<file path="src/hw/stw_pkg.sv">
/*
 * stw_pkg: register map, field positions, reset values, stage indices and
 * carrier types for the system timebase and watchdog block.
 * assumes: one 4 MHz system clock; the core reaches registers by an 8-bit
 * special function register address.
 */
package stw_pkg;

	// ----------------------------------------------------------------
	// register offsets
	// ----------------------------------------------------------------
	localparam logic [7:0] ADDR_ACLK = 8'hf6;
	localparam logic [7:0] ADDR_SOFT_RESET_REQUEST = 8'hf7;
	localparam logic [7:0] ADDR_PRIO = 8'hf8;
	localparam logic [7:0] ADDR_SLOW = 8'hf9;
	localparam logic [7:0] ADDR_FAST = 8'hfa;
	localparam logic [7:0] ADDR_MICRO_TICK_DIVIDER = 8'hfb;
	localparam logic [7:0] ADDR_PSCL = 8'hfc;
	localparam logic [7:0] ADDR_PSCH = 8'hfd;
	localparam logic [7:0] ADDR_DECI = 8'hfe;
	localparam logic [7:0] ADDR_WDOG = 8'hff;

	// ----------------------------------------------------------------
	// reset values
	// ----------------------------------------------------------------
	localparam logic [6:0] RST_ACLK = 7'h03;
	localparam logic [4:0] RST_PRIO = 5'h00;
	localparam logic [7:0] PRIO_FIXED_ONES = 8'he0;
	localparam logic [6:0] RST_SLOW = 7'h7f;
	localparam logic [6:0] RST_FAST = 7'h7f;
	localparam logic [5:0] RST_MICRO_TICK_DIVIDER = 6'h03;
	localparam logic [7:0] RST_PSCL = 8'h9f;
	localparam logic [7:0] RST_PSCH = 8'h0f;
	localparam logic [7:0] RST_DECI = 8'h63;
	localparam logic [7:0] RST_WDOG = 8'h00;

	// ----------------------------------------------------------------
	// field positions
	// ----------------------------------------------------------------
	localparam int RESET_REQUEST_BIT = 0;
	localparam int LOAD_IMMEDIATELY = 7;
	localparam int WATCHDOG_ENABLE_BIT = 7;
	localparam int WATCHDOG_DISABLE_BIT = 6;
	localparam int WATCHDOG_RESTART_BIT = 5;
	localparam int WATCHDOG_IRQ_PRIORITY = 4;

	// modulator clock is the adc clock divided by 64
	localparam logic [15:0] MOD_DIV_M1 = 16'h003f;

	// ----------------------------------------------------------------
	// divider stage indices
	// ----------------------------------------------------------------
	localparam int DIV_W = 16;
	localparam int N_STAGE = 7;
	localparam int ST_MICRO_TICK_DIVIDER = 0;
	localparam int ST_TICK_PRESCALE = 1;
	localparam int ST_DECI = 2;
	localparam int ST_SLOW = 3;
	localparam int ST_FAST = 4;
	localparam int ST_ADC = 5;
	localparam int ST_MOD = 6;

	// ----------------------------------------------------------------
	// carrier types
	// ----------------------------------------------------------------
	typedef struct packed {
		logic watchdog_irq_priority;
		logic ext_irq5_priority;
		logic ext_irq4_priority;
		logic ext_irq3_priority;
		logic ext_irq2_priority;
	} stw_prio_t;

	typedef struct packed {
		logic micro_tick_divider;
		logic tick_prescale;
		logic deci;
		logic adc;
		logic modulator;
	} stw_ticks_t;

	typedef enum logic [1:0] {
		WD_OFF = 2'b01,
		WD_RUN = 2'b10
	} stw_wd_state_t;

endpackage : stw_pkg

</file>
<file path="src/hw/stw_divider.sv">
/*
 * stw_divider: reloadable down counter giving one tick every div_i+1
 * enabled cycles.
 * assumes: en_i is a level or a one-cycle enable from the previous stage.
 */
`timescale 1ns/1ps
module stw_divider #(
	parameter int W = 16
) (
	// clock and reset
	input wire logic clk_i,
	input wire logic sys_rst_i,
	// control
	input wire logic en_i,
	input wire logic load_i,
	input wire logic [W-1:0] div_i,
	// output
	output logic tick_o
);
	logic [W-1:0] cnt;
	wire term = (cnt == '0);

	// reload on terminal count makes a new divisor take effect at expiry
	always_ff @(posedge clk_i) begin
		if (sys_rst_i) begin
			cnt <= '0;
			tick_o <= 1'b0;
		end else begin
			tick_o <= en_i & term & ~load_i;
			if (load_i)
				cnt <= div_i;
			else if (en_i)
				cnt <= term ? div_i : cnt - 1'b1;
		end
	end

endmodule : stw_divider

</file>
<file path="src/hw/stw_timebase.sv">
/*
 * stw_timebase: divider chain, interval timers, watchdog, adc clock,
 * soft reset request and interrupt priority bits.
 * assumes: single-cycle register reads and writes from the core; power-down
 * and watchdog reset enable bits arrive as levels from elsewhere.
 */
// Behaviour
// - adc enable every aclk divisor+1 clocks; modulator every 64 adc enables.
// - writing one then zero to the reset request bit pulses system reset.
// - watchdog priority bit: one high, zero low priority.
// - bits 3..0 give ext irq 5..2 priority; top three bits read one.
// - slow timer interrupt every (count+1)(deci+1)(prescale+1) clocks.
// - reading the slow timer register clears its pending interrupt.
// - slow timer load delayed or immediate by bit 7; bit 7 reads zero.
// - fast timer interrupt every (count+1)(prescale+1) clocks, 7-bit count.
// - fast timer load delayed or immediate by bit 7; bit 7 reads zero.
// - microsecond tick every micro divisor+1 clocks, for flash write timing.
// - millisecond tick every high*256+low+1 clocks, for flash erase timing.
// - decitick every decitick divisor+1 millisecond ticks.
// - one-then-zero on enable bit sets watchdog counting state.
// - one-then-zero on disable bit clears watchdog counting state.
// - one-then-zero on restart bit reloads watchdog counter.
// - watchdog expires after count+1 to count+2 deciticks.
// - expiry gives system reset if reset enable set, else interrupt.
// - slow timer pending status is offered for the aux status register.
// - timebase power-down stops all timebase counting but the adc and modulator clocks; set after reset.
// - watchdog power-down holds watchdog off; set after reset.
`timescale 1ns/1ps
module stw_timebase (
	// clock and reset
	input wire logic clk_i,
	input wire logic sys_rst_i,
	// register access
	input wire logic [7:0] sfr_addr_i,
	input wire logic sfr_wr_i,
	input wire logic sfr_rd_i,
	input wire logic [7:0] sfr_wdata_i,
	output logic [7:0] sfr_rdata_o,
	// configuration levels
	input wire logic timebase_power_down_i,
	input wire logic watchdog_power_down_i,
	input wire logic watchdog_reset_enable_i,
	// ticks and clock enables
	output stw_pkg::stw_ticks_t ticks_o,
	// interrupts and reset
	output logic slow_irq_o,
	output logic fast_irq_o,
	output logic watchdog_irq_o,
	output logic sys_reset_o,
	// priorities
	output stw_pkg::stw_prio_t prio_o
);

	// ----------------------------------------------------------------
	// registers
	// ----------------------------------------------------------------
	logic [6:0] adc_clock_divisor;
	logic reset_request_bit;
	logic [6:0] whole_interval_count;
	logic [6:0] millisecond_count;
	logic [5:0] micro_tick_divisor;
	logic [7:0] tick_prescale_low_field;
	logic [7:0] tick_prescale_high_field;
	logic [7:0] decitick_divisor;
	logic [7:0] watchdog_control;
	logic [5:0] wd_cnt;
	stw_pkg::stw_wd_state_t wd_state;
	stw_pkg::stw_wd_state_t next_wd_state;

	// ----------------------------------------------------------------
	// decode
	// ----------------------------------------------------------------
	wire wr_aclk = sfr_wr_i & (sfr_addr_i == stw_pkg::ADDR_ACLK);
	wire wr_soft_reset_request = sfr_wr_i & (sfr_addr_i == stw_pkg::ADDR_SOFT_RESET_REQUEST);
	wire wr_prio = sfr_wr_i & (sfr_addr_i == stw_pkg::ADDR_PRIO);
	wire wr_slow = sfr_wr_i & (sfr_addr_i == stw_pkg::ADDR_SLOW);
	wire wr_fast = sfr_wr_i & (sfr_addr_i == stw_pkg::ADDR_FAST);
	wire wr_micro_tick_divider = sfr_wr_i & (sfr_addr_i == stw_pkg::ADDR_MICRO_TICK_DIVIDER);
	wire wr_pscl = sfr_wr_i & (sfr_addr_i == stw_pkg::ADDR_PSCL);
	wire wr_psch = sfr_wr_i & (sfr_addr_i == stw_pkg::ADDR_PSCH);
	wire wr_deci = sfr_wr_i & (sfr_addr_i == stw_pkg::ADDR_DECI);
	wire wr_wdog = sfr_wr_i & (sfr_addr_i == stw_pkg::ADDR_WDOG);
	wire rd_slow = sfr_rd_i & (sfr_addr_i == stw_pkg::ADDR_SLOW);
	wire rd_fast = sfr_rd_i & (sfr_addr_i == stw_pkg::ADDR_FAST);
	wire load_now = sfr_wdata_i[stw_pkg::LOAD_IMMEDIATELY];

	// falling edge of a stored bit caused by a write
	wire soft_reset_request_fall = wr_soft_reset_request & reset_request_bit
		& ~sfr_wdata_i[stw_pkg::RESET_REQUEST_BIT];
	wire wd_en_fall = wr_wdog & watchdog_control[stw_pkg::WATCHDOG_ENABLE_BIT]
		& ~sfr_wdata_i[stw_pkg::WATCHDOG_ENABLE_BIT];
	wire wd_dis_fall = wr_wdog & watchdog_control[stw_pkg::WATCHDOG_DISABLE_BIT]
		& ~sfr_wdata_i[stw_pkg::WATCHDOG_DISABLE_BIT];
	wire wd_rst_fall = wr_wdog & watchdog_control[stw_pkg::WATCHDOG_RESTART_BIT]
		& ~sfr_wdata_i[stw_pkg::WATCHDOG_RESTART_BIT];

	// ----------------------------------------------------------------
	// divider chain
	// ----------------------------------------------------------------
	logic [stw_pkg::N_STAGE-1:0] st_en;
	logic [stw_pkg::N_STAGE-1:0] st_ld;
	logic [stw_pkg::N_STAGE-1:0] st_tick;
	logic [stw_pkg::DIV_W-1:0] st_div [stw_pkg::N_STAGE];

	wire tb_run = ~timebase_power_down_i;

	assign st_en[stw_pkg::ST_MICRO_TICK_DIVIDER] = tb_run;
	assign st_en[stw_pkg::ST_TICK_PRESCALE] = tb_run;
	assign st_en[stw_pkg::ST_DECI] = tb_run & st_tick[stw_pkg::ST_TICK_PRESCALE];
	assign st_en[stw_pkg::ST_SLOW] = tb_run & st_tick[stw_pkg::ST_DECI];
	assign st_en[stw_pkg::ST_FAST] = tb_run & st_tick[stw_pkg::ST_TICK_PRESCALE];
	// adc clock belongs to the adc, not to the system timer power domain
	assign st_en[stw_pkg::ST_ADC] = 1'b1;
	assign st_en[stw_pkg::ST_MOD] = st_tick[stw_pkg::ST_ADC];

	assign st_div[stw_pkg::ST_MICRO_TICK_DIVIDER] = {10'h000, micro_tick_divisor};
	assign st_div[stw_pkg::ST_TICK_PRESCALE] = {tick_prescale_high_field, tick_prescale_low_field};
	assign st_div[stw_pkg::ST_DECI] = {8'h00, decitick_divisor};
	assign st_div[stw_pkg::ST_SLOW] = {9'h000, whole_interval_count};
	assign st_div[stw_pkg::ST_FAST] = {9'h000, millisecond_count};
	assign st_div[stw_pkg::ST_ADC] = {9'h000, adc_clock_divisor};
	assign st_div[stw_pkg::ST_MOD] = stw_pkg::MOD_DIV_M1;

	// immediate load restarts the interval; delayed load waits for expiry
	assign st_ld[stw_pkg::ST_MICRO_TICK_DIVIDER] = 1'b0;
	assign st_ld[stw_pkg::ST_TICK_PRESCALE] = 1'b0;
	assign st_ld[stw_pkg::ST_DECI] = 1'b0;
	assign st_ld[stw_pkg::ST_SLOW] = wr_slow & load_now;
	assign st_ld[stw_pkg::ST_FAST] = wr_fast & load_now;
	assign st_ld[stw_pkg::ST_ADC] = 1'b0;
	assign st_ld[stw_pkg::ST_MOD] = 1'b0;

	// ----------------------------------------------------------------
	// divider instances
	// ----------------------------------------------------------------
	// the immediate load takes the written value: the counter register
	// updates in the same cycle, so the next cycle reloads it correctly
	logic [stw_pkg::DIV_W-1:0] st_ld_div [stw_pkg::N_STAGE];
	assign st_ld_div[stw_pkg::ST_MICRO_TICK_DIVIDER] = st_div[stw_pkg::ST_MICRO_TICK_DIVIDER];
	assign st_ld_div[stw_pkg::ST_TICK_PRESCALE] = st_div[stw_pkg::ST_TICK_PRESCALE];
	assign st_ld_div[stw_pkg::ST_DECI] = st_div[stw_pkg::ST_DECI];
	assign st_ld_div[stw_pkg::ST_SLOW] = {9'h000, sfr_wdata_i[6:0]};
	assign st_ld_div[stw_pkg::ST_FAST] = {9'h000, sfr_wdata_i[6:0]};
	assign st_ld_div[stw_pkg::ST_ADC] = st_div[stw_pkg::ST_ADC];
	assign st_ld_div[stw_pkg::ST_MOD] = st_div[stw_pkg::ST_MOD];

	genvar gi;
	generate
		for (gi = 0; gi < stw_pkg::N_STAGE; gi++) begin : g_stage
			stw_divider #(
				.W(stw_pkg::DIV_W)
			) u_div (
				.clk_i(clk_i),
				.sys_rst_i(sys_rst_i),
				.en_i(st_en[gi]),
				.load_i(st_ld[gi]),
				.div_i(st_ld[gi] ? st_ld_div[gi] : st_div[gi]),
				.tick_o(st_tick[gi])
			);
		end
	endgenerate

	assign ticks_o.micro_tick_divider = st_tick[stw_pkg::ST_MICRO_TICK_DIVIDER];
	assign ticks_o.tick_prescale = st_tick[stw_pkg::ST_TICK_PRESCALE];
	assign ticks_o.deci = st_tick[stw_pkg::ST_DECI];
	assign ticks_o.adc = st_tick[stw_pkg::ST_ADC];
	assign ticks_o.modulator = st_tick[stw_pkg::ST_MOD];

	// ----------------------------------------------------------------
	// watchdog
	// ----------------------------------------------------------------
	wire wd_tick = st_tick[stw_pkg::ST_DECI];
	wire wd_live = (wd_state == stw_pkg::WD_RUN);
	wire wd_expire = wd_live & wd_tick & (wd_cnt == 6'h00);
	// a software start lands mid-interval, so it adds one whole tick on top
	wire wd_extra = wd_rst_fall | wd_en_fall;
	wire wd_reload = wd_extra | wd_expire;

	always_comb begin
		case (wd_state)
			stw_pkg::WD_OFF: next_wd_state = wd_en_fall ? stw_pkg::WD_RUN : stw_pkg::WD_OFF;
			stw_pkg::WD_RUN: next_wd_state = wd_dis_fall ? stw_pkg::WD_OFF : stw_pkg::WD_RUN;
			default: next_wd_state = stw_pkg::WD_OFF;
		endcase
		// power-down overrides software enable
		if (watchdog_power_down_i)
			next_wd_state = stw_pkg::WD_OFF;
	end

	always_ff @(posedge clk_i) begin
		if (sys_rst_i) begin
			wd_state <= stw_pkg::WD_OFF;
			wd_cnt <= 6'h00;
		end else begin
			wd_state <= next_wd_state;
			if (wd_reload)
				wd_cnt <= {1'b0, watchdog_control[4:0]} + {5'h00, wd_extra};
			else if (wd_live & wd_tick)
				wd_cnt <= wd_cnt - 6'h01;
		end
	end

	// ----------------------------------------------------------------
	// register writes
	// ----------------------------------------------------------------
	always_ff @(posedge clk_i) begin
		if (sys_rst_i) begin
			adc_clock_divisor <= stw_pkg::RST_ACLK;
			reset_request_bit <= 1'b0;
			prio_o <= stw_pkg::RST_PRIO;
			whole_interval_count <= stw_pkg::RST_SLOW;
			millisecond_count <= stw_pkg::RST_FAST;
			micro_tick_divisor <= stw_pkg::RST_MICRO_TICK_DIVIDER;
			tick_prescale_low_field <= stw_pkg::RST_PSCL;
			tick_prescale_high_field <= stw_pkg::RST_PSCH;
			decitick_divisor <= stw_pkg::RST_DECI;
			watchdog_control <= stw_pkg::RST_WDOG;
		end else begin
			if (wr_aclk)
				adc_clock_divisor <= sfr_wdata_i[6:0];
			if (wr_soft_reset_request)
				reset_request_bit <= sfr_wdata_i[stw_pkg::RESET_REQUEST_BIT];
			if (wr_prio)
				prio_o <= sfr_wdata_i[4:0];
			if (wr_slow)
				whole_interval_count <= sfr_wdata_i[6:0];
			if (wr_fast)
				millisecond_count <= sfr_wdata_i[6:0];
			if (wr_micro_tick_divider)
				micro_tick_divisor <= sfr_wdata_i[5:0];
			if (wr_pscl)
				tick_prescale_low_field <= sfr_wdata_i;
			if (wr_psch)
				tick_prescale_high_field <= sfr_wdata_i;
			if (wr_deci)
				decitick_divisor <= sfr_wdata_i;
			if (wr_wdog)
				watchdog_control <= sfr_wdata_i;
		end
	end

	// ----------------------------------------------------------------
	// interrupts and reset
	// ----------------------------------------------------------------
	// a tick in the cycle of the clearing read keeps the flag set
	always_ff @(posedge clk_i) begin
		if (sys_rst_i) begin
			slow_irq_o <= 1'b0;
			fast_irq_o <= 1'b0;
			watchdog_irq_o <= 1'b0;
			sys_reset_o <= 1'b0;
		end else begin
			slow_irq_o <= st_tick[stw_pkg::ST_SLOW] | (slow_irq_o & ~rd_slow);
			fast_irq_o <= st_tick[stw_pkg::ST_FAST] | (fast_irq_o & ~rd_fast);
			watchdog_irq_o <= wd_expire & ~watchdog_reset_enable_i;
			sys_reset_o <= soft_reset_request_fall | (wd_expire & watchdog_reset_enable_i);
		end
	end

	// ----------------------------------------------------------------
	// register reads
	// ----------------------------------------------------------------
	wire [7:0] rd_mux =
		(sfr_addr_i == stw_pkg::ADDR_ACLK) ? {1'b0, adc_clock_divisor} :
		(sfr_addr_i == stw_pkg::ADDR_SOFT_RESET_REQUEST) ? {7'h00, reset_request_bit} :
		(sfr_addr_i == stw_pkg::ADDR_PRIO) ? (stw_pkg::PRIO_FIXED_ONES | {3'h0, prio_o}) :
		(sfr_addr_i == stw_pkg::ADDR_SLOW) ? {1'b0, whole_interval_count} :
		(sfr_addr_i == stw_pkg::ADDR_FAST) ? {1'b0, millisecond_count} :
		(sfr_addr_i == stw_pkg::ADDR_MICRO_TICK_DIVIDER) ? {2'h0, micro_tick_divisor} :
		(sfr_addr_i == stw_pkg::ADDR_PSCL) ? tick_prescale_low_field :
		(sfr_addr_i == stw_pkg::ADDR_PSCH) ? tick_prescale_high_field :
		(sfr_addr_i == stw_pkg::ADDR_DECI) ? decitick_divisor :
		(sfr_addr_i == stw_pkg::ADDR_WDOG) ? watchdog_control : 8'h00;

	always_ff @(posedge clk_i) begin
		if (sys_rst_i)
			sfr_rdata_o <= 8'h00;
		else if (sfr_rd_i)
			sfr_rdata_o <= rd_mux;
	end

	// ----------------------------------------------------------------
	// checks
	// ----------------------------------------------------------------
	// cycles since the last microsecond tick, for the period check
	logic [7:0] micro_tick_divider_gap;
	// first tick after power-up comes from a held counter, so skip it
	logic micro_tick_divider_seen;
	always_ff @(posedge clk_i) begin
		if (sys_rst_i | ~tb_run)
			micro_tick_divider_seen <= 1'b0;
		else if (st_tick[stw_pkg::ST_MICRO_TICK_DIVIDER])
			micro_tick_divider_seen <= 1'b1;
	end

	always_ff @(posedge clk_i) begin
		if (sys_rst_i | st_tick[stw_pkg::ST_MICRO_TICK_DIVIDER] | ~tb_run)
			micro_tick_divider_gap <= 8'h01;
		else if (micro_tick_divider_gap != 8'hff)
			micro_tick_divider_gap <= micro_tick_divider_gap + 8'h01;
	end

	a_soft_reset_pulse: assert property (@(posedge clk_i) disable iff (sys_rst_i)
		(wr_soft_reset_request && reset_request_bit && !sfr_wdata_i[0]) |=> sys_reset_o ##1 !sys_reset_o)
		else $error("soft reset request did not pulse reset");

	a_prio_fixed_ones: assert property (@(posedge clk_i) disable iff (sys_rst_i)
		(sfr_rd_i && sfr_addr_i == 8'hf8) |=> (sfr_rdata_o[7:5] == 3'b111
			&& sfr_rdata_o[4:0] == prio_o))
		else $error("priority register read wrong");

	a_slow_read_clear: assert property (@(posedge clk_i) disable iff (sys_rst_i)
		(rd_slow && !st_tick[stw_pkg::ST_SLOW]) |=> !slow_irq_o)
		else $error("slow timer read did not clear pending flag");

	a_slow_irq_set: assert property (@(posedge clk_i) disable iff (sys_rst_i)
		st_tick[stw_pkg::ST_SLOW] |=> slow_irq_o)
		else $error("slow timer tick lost");

	a_load_bit_zero: assert property (@(posedge clk_i) disable iff (sys_rst_i)
		(rd_slow || rd_fast) |=> !sfr_rdata_o[7])
		else $error("load immediately bit read as one");

	a_micro_tick_divider_period: assert property (@(posedge clk_i) disable iff (sys_rst_i)
		(st_tick[stw_pkg::ST_MICRO_TICK_DIVIDER] && micro_tick_divider_seen && $stable(micro_tick_divisor) && $past(tb_run)
			&& micro_tick_divider_gap <= 8'h40)
		|-> (micro_tick_divider_gap == {2'h0, micro_tick_divisor} + 8'h01))
		else $error("microsecond tick period wrong");

	a_wd_enable_seq: assert property (@(posedge clk_i) disable iff (sys_rst_i)
		(wd_en_fall && !watchdog_power_down_i) |=> (wd_state == stw_pkg::WD_RUN
			&& wd_cnt == {1'b0, $past(watchdog_control[4:0])} + 6'h01))
		else $error("watchdog enable sequence ignored");

	a_wd_disable_seq: assert property (@(posedge clk_i) disable iff (sys_rst_i)
		wd_dis_fall |=> wd_state == stw_pkg::WD_OFF)
		else $error("watchdog disable sequence ignored");

	a_wd_expiry_path: assert property (@(posedge clk_i) disable iff (sys_rst_i)
		wd_expire |=> (sys_reset_o == $past(watchdog_reset_enable_i))
			&& (watchdog_irq_o != $past(watchdog_reset_enable_i)))
		else $error("watchdog expiry took wrong path");

	a_tb_power_down: assert property (@(posedge clk_i) disable iff (sys_rst_i)
		(timebase_power_down_i && $past(timebase_power_down_i))
		|-> !(st_tick[stw_pkg::ST_MICRO_TICK_DIVIDER] || st_tick[stw_pkg::ST_TICK_PRESCALE] || st_tick[stw_pkg::ST_SLOW]))
		else $error("timebase counted while powered down");

	a_wd_power_down: assert property (@(posedge clk_i) disable iff (sys_rst_i)
		watchdog_power_down_i |=> wd_state == stw_pkg::WD_OFF
			##1 (wd_state == stw_pkg::WD_OFF && !watchdog_irq_o))
		else $error("watchdog ran while powered down");

endmodule : stw_timebase

</file>
<file path="config.mk">
export PLATFORM = sky130hd
export DESIGN_NAME = stw_timebase
export DESIGN_NICKNAME = d
export VERILOG_FILES = /design/src/hw/stw_pkg.sv /design/src/hw/stw_divider.sv /design/src/hw/stw_timebase.sv
export SDC_FILE = /design/constraint.sdc
export NUM_CORES = 1
export LEC_CHECK = 0
export BUFFER_PORTS_ARGS = -buffer_cell sky130_fd_sc_hd__buf_2
export CORE_ASPECT_RATIO = 1.2
export CORE_UTILIZATION = 40
export DETAILED_ROUTE_END_ITERATION = 10
export PLACE_DENSITY = 0.63
export SLEW_MARGIN = 20
export SYNTH_ARGS = -nofsm -noshare
export SYNTH_HDL_FRONTEND = slang
export SYNTH_SLANG_ARGS = --single-unit
</file>
<file path="constraint.sdc">
create_clock -name clk_i -period 3.1 [get_ports clk_i]
set_input_delay 0.62 -clock clk_i [delete_from_list [all_inputs] [get_ports clk_i]]
set_output_delay 0.62 -clock clk_i [all_outputs]
set_load 0.01 [all_outputs]
</file>
==> results.py <==
metrics = {
    "detailed_routing": {
        "finalWirelength_um": 28000,
        "via_per_inst": 5.68,
        "vias": 8990,
        "drc": 0,
        "drt_iter0_drc": 681,
        "routedWlPerCell_um": 17.7,
        "dr.pass1.iters": 5,
        "antenna_left": 0,
    },
    "sta": {
        "fin_crit_ns": 2.47,
        "setup_slack_ns": 0.628,
        "clock_skew_ns": 0.0356,
        "max_slew.worst_pin.slew_ns": 0.751,
        "slew_viol_final": 0,
        "rsz0062_at_grt": "false",
        "hold_violations": 0,
        "fmaxAchievable_mhz": 405,
        "fin_crit_sh": 0.797,
        "setup_viol": 0,
        "tns_ns": 0,
        "relSlewSlack": 0.498,
    },
    "grt": {
        "antenna_found_initial": 2,
        "grt_pass1_vias": 8504,
        "overflow": 0,
        "grt_pass1_wl_um": 45000,
        "grt_start_max_net_pins": 54,
        "grtUsageTotal": 0.213,
    },
    "synthesis": {
        "syn_avg_cell_area_um2": 8.41,
        "ys_seq_area_frac": 0.400,
        "syn_nets": 1255,
        "netlist_area_mm2": 0.0102,
        "ys_ff_latch": 204,
        "syn_inst": 1214,
        "synth_edf_count": 0,
        "synthArstFlopShare": 0,
        "yosysWarnings": 0,
        "yosysUniqueCellTypes": 82,
        "ys.flop_type": "dfxtp_1",
    },
    "placed_design": {
        "post_dp_cell_area_mm2": 0.0108,
        "dp_slack_ns": 0.473,
        "dp_hpwl_um": 19600,
        "port_buffers": 44,
        "gp_congestion": 0.916,
    },
    "power": {
        "power.density_mw_per_mm2": 782,
        "p_total_w": 0.00900,
        "irDropWorstVdd_mv": 0.476,
        "power.leakage_nw": 4.19,
    },
    "finish": {
        "area_growth_pct": 12.7,
        "layout.nets": 1282,
        "drive_above_1_share": 0.114,
        "stdcell_area_mm2": 0.0115,
    },
    "floorplan": {
        "die_x_um": 148,
        "core_area_mm2": 0.0249,
        "rows": 63,
        "dieArea_mm2": 0.0262,
        "die_h_um": 177,
        "io_pins": 45,
        "start_util": 0.410,
    },
    "critical_path": {
        "critPathKind": "flip-flop to flip-flop",
        "slowest_delay_ns": 0.52,
        "crit_required_ns": 3.49,
        "worstPathMaxFanout": 4,
        "cpMaxStageDelayCell": "or4b_1",
        "cp_top_family": "simple AND/OR/NAND/NOR gates",
        "cp_cell_sequence": "inv_1, ha_1, or4b_1, nor4_1, or4b_1, mux2i_1, nor2_1",
        "cp-end-kind": "flip-flop",
        "critPathLaunchType": "flip-flop",
        "path_buf_inv": 1,
        "crit_path_frequent_cell": "or4b_1",
        "arrival_ns": 2.86,
    },
    "clock_network": {
        "cts_tree": "done",
        "postCtsSetupBuffers": 0,
        "cts.sinks": 204,
        "clk_latency_ns": 0.53,
        "cts_hold_buf": 0,
        "root_buffer": "clkbuf_16",
        "cts-resized-gates": 0,
        "htree_levels": 1,
        "clk_pin_slew_worst_paths_ns": 0.07,
        "cts_buffer_depth": 3,
        "cts_buffers": 22,
    },
    "outcome": {
        "status": "completed",
    },
    "run": {
        "drv_cap": 0,
    },
    "hold_path": {
        "hold_path_class": "input port to flip-flop",
    },
}
==> path summary, 6_finish.rpt <==
kind	slack [ns]	endpoint	cells past startpoint	startpoint
worst max-delay path	0.63	g_stage[3].u_div.cnt[14]	7	g_stage[3].u_div.cnt[0]
worst min-delay path	0.26	watchdog_irq_o	2	watchdog_reset_enable_i
worst max register to register	0.63	g_stage[3].u_div.cnt[14]	7	g_stage[3].u_div.cnt[0]
worst min register to register	0.44	slow_irq_o	2	g_stage[3].u_div.tick_o
==> per-stage QoR <==
step	util	instances	hold slack (ns)
5_1_grt	0.462	1581	0.267
6_report	0.462	1582	0.261
3_3_place_gp	0.434	1542	0.422
3_5_place_dp	0.434	1542	0.431
2_1_floorplan	-	1214	0.413
4_1_cts	0.462	1581	0.252
==> where the power goes <==
group	switching (W)	internal, W	leakage [nW]	total, W
Clock	0.00109	0.00153	0.347	0.00262
Combinational	0.00179	0.00123	2.19	0.00302
Sequential	0.000363	0.00300	1.65	0.00337
Total	0.00324	0.00576	4.19	0.00900
==> logic make-up (layout without fill, tap and decap cells) <==
logic type,count (synthesis),count (layout),synth area share
fa+ha+maj,18,18,0.0220
buf+inv,112,154,0.0448
xor+xnor,61,61,0.0523
simple gates,516,516,0.256
flops,204,204,0.400
mux,58,58,0.0669
other cells,0,1,0
compound gates,245,245,0.158
==> worst reg2reg max path: stages (launching register included) <==
cell     delay (ns)
dfxtp_1        0.31
inv_1          0.11
ha_1           0.24
or4b_1         0.53
nor4_1         0.46
or4b_1         0.52
mux2i_1        0.16
nor2_1         0.05
==> placed cells by master, fill, tap and decap left out, types with 15 or more instances in the layout <==
master,instances
dfxtp_1,204
nor2_1,148
nand2_1,112
a21oi_1,67
nand3_1,55
o21ai_0,49
mux2i_1,48
buf_2,43
xnor2_1,42
nor3_1,37
inv_1,35
buf_4,34
nor4_1,32
a211oi_1,23
clkbuf_16,22
xor2_1,19
ha_1,18
or3_1,17
nand4_1,16
nand2b_1,15
or4_1,15
o211ai_1,15
==> layer usage <==
| layer | GRT usage | up-vias | wire (µm) |
|---|---|---|---|
| met5 | 0 | - | 13 |
| met4 | 0.0765 | 2 | 946 |
| met3 | 0.0294 | 61 | 1300 |
| met2 | 0.367 | 204 | 13500 |
| met1 | 0.269 | 4267 | 12200 |
| li1 | - | 4456 | - |
==> cells in the mapped netlist, types with 5 or more instances <==
cell type / count / share of area
o31ai_1: 8 / 0.0059
a211oi_1: 23 / 0.017
buf_4: 5 / 0.0037
nand4_1: 16 / 0.0098
a31oi_1: 8 / 0.0049
dfxtp_1: 204 / 0.40
xor2_1: 19 / 0.016
or4_1: 15 / 0.011
clkbuf_1: 53 / 0.019
nand2_1: 112 / 0.041
ha_1: 18 / 0.022
o21ai_1: 6 / 0.0029
and4_1: 6 / 0.0051
a311oi_1: 7 / 0.0060
o211ai_1: 15 / 0.011
buf_1: 7 / 0.0026
xnor2_1: 42 / 0.036
nor4_1: 33 / 0.020
mux4_2: 8 / 0.018
o311ai_0: 6 / 0.0051
nor2_1: 148 / 0.054
nor4b_1: 6 / 0.0051
buf_2: 9 / 0.0044
nor3b_1: 5 / 0.0037
mux2i_1: 48 / 0.047
and3_1: 8 / 0.0049
o32ai_1: 5 / 0.0043
nand3_1: 55 / 0.027
a21oi_1: 67 / 0.033
nor2b_1: 8 / 0.0049
nor3_1: 37 / 0.018
o21ai_0: 49 / 0.024
or3_1: 17 / 0.010
nand3b_1: 5 / 0.0037
nand2b_1: 15 / 0.0092
inv_1: 35 / 0.013
==> final cells by class <==
class,instances,area (µm²)
Timing Repair Buffer,78,490
Tap cell,325,407
Clock buffer,30,601
Fill cell,2481,13400
Sequential cell,204,4080
Antenna cell,1,2.50
Multi-Input combinational cell,898,5680
Inverter,37,139
Clock inverter,9,109
==> flip-flops by register name, indices dropped and copies added, names as in the netlist, 7 cells and up <==
name	flops
millisecond_count	7
watchdog_control	8
tick_prescale_high_field	8
g_stage.u_div.cnt	112
tick_prescale_low_field	8
g_stage.u_div.tick_o	7
adc_clock_divisor	7
sfr_rdata_o	8
decitick_divisor	8
whole_interval_count	7
Power figures use the tool's default switching activity.
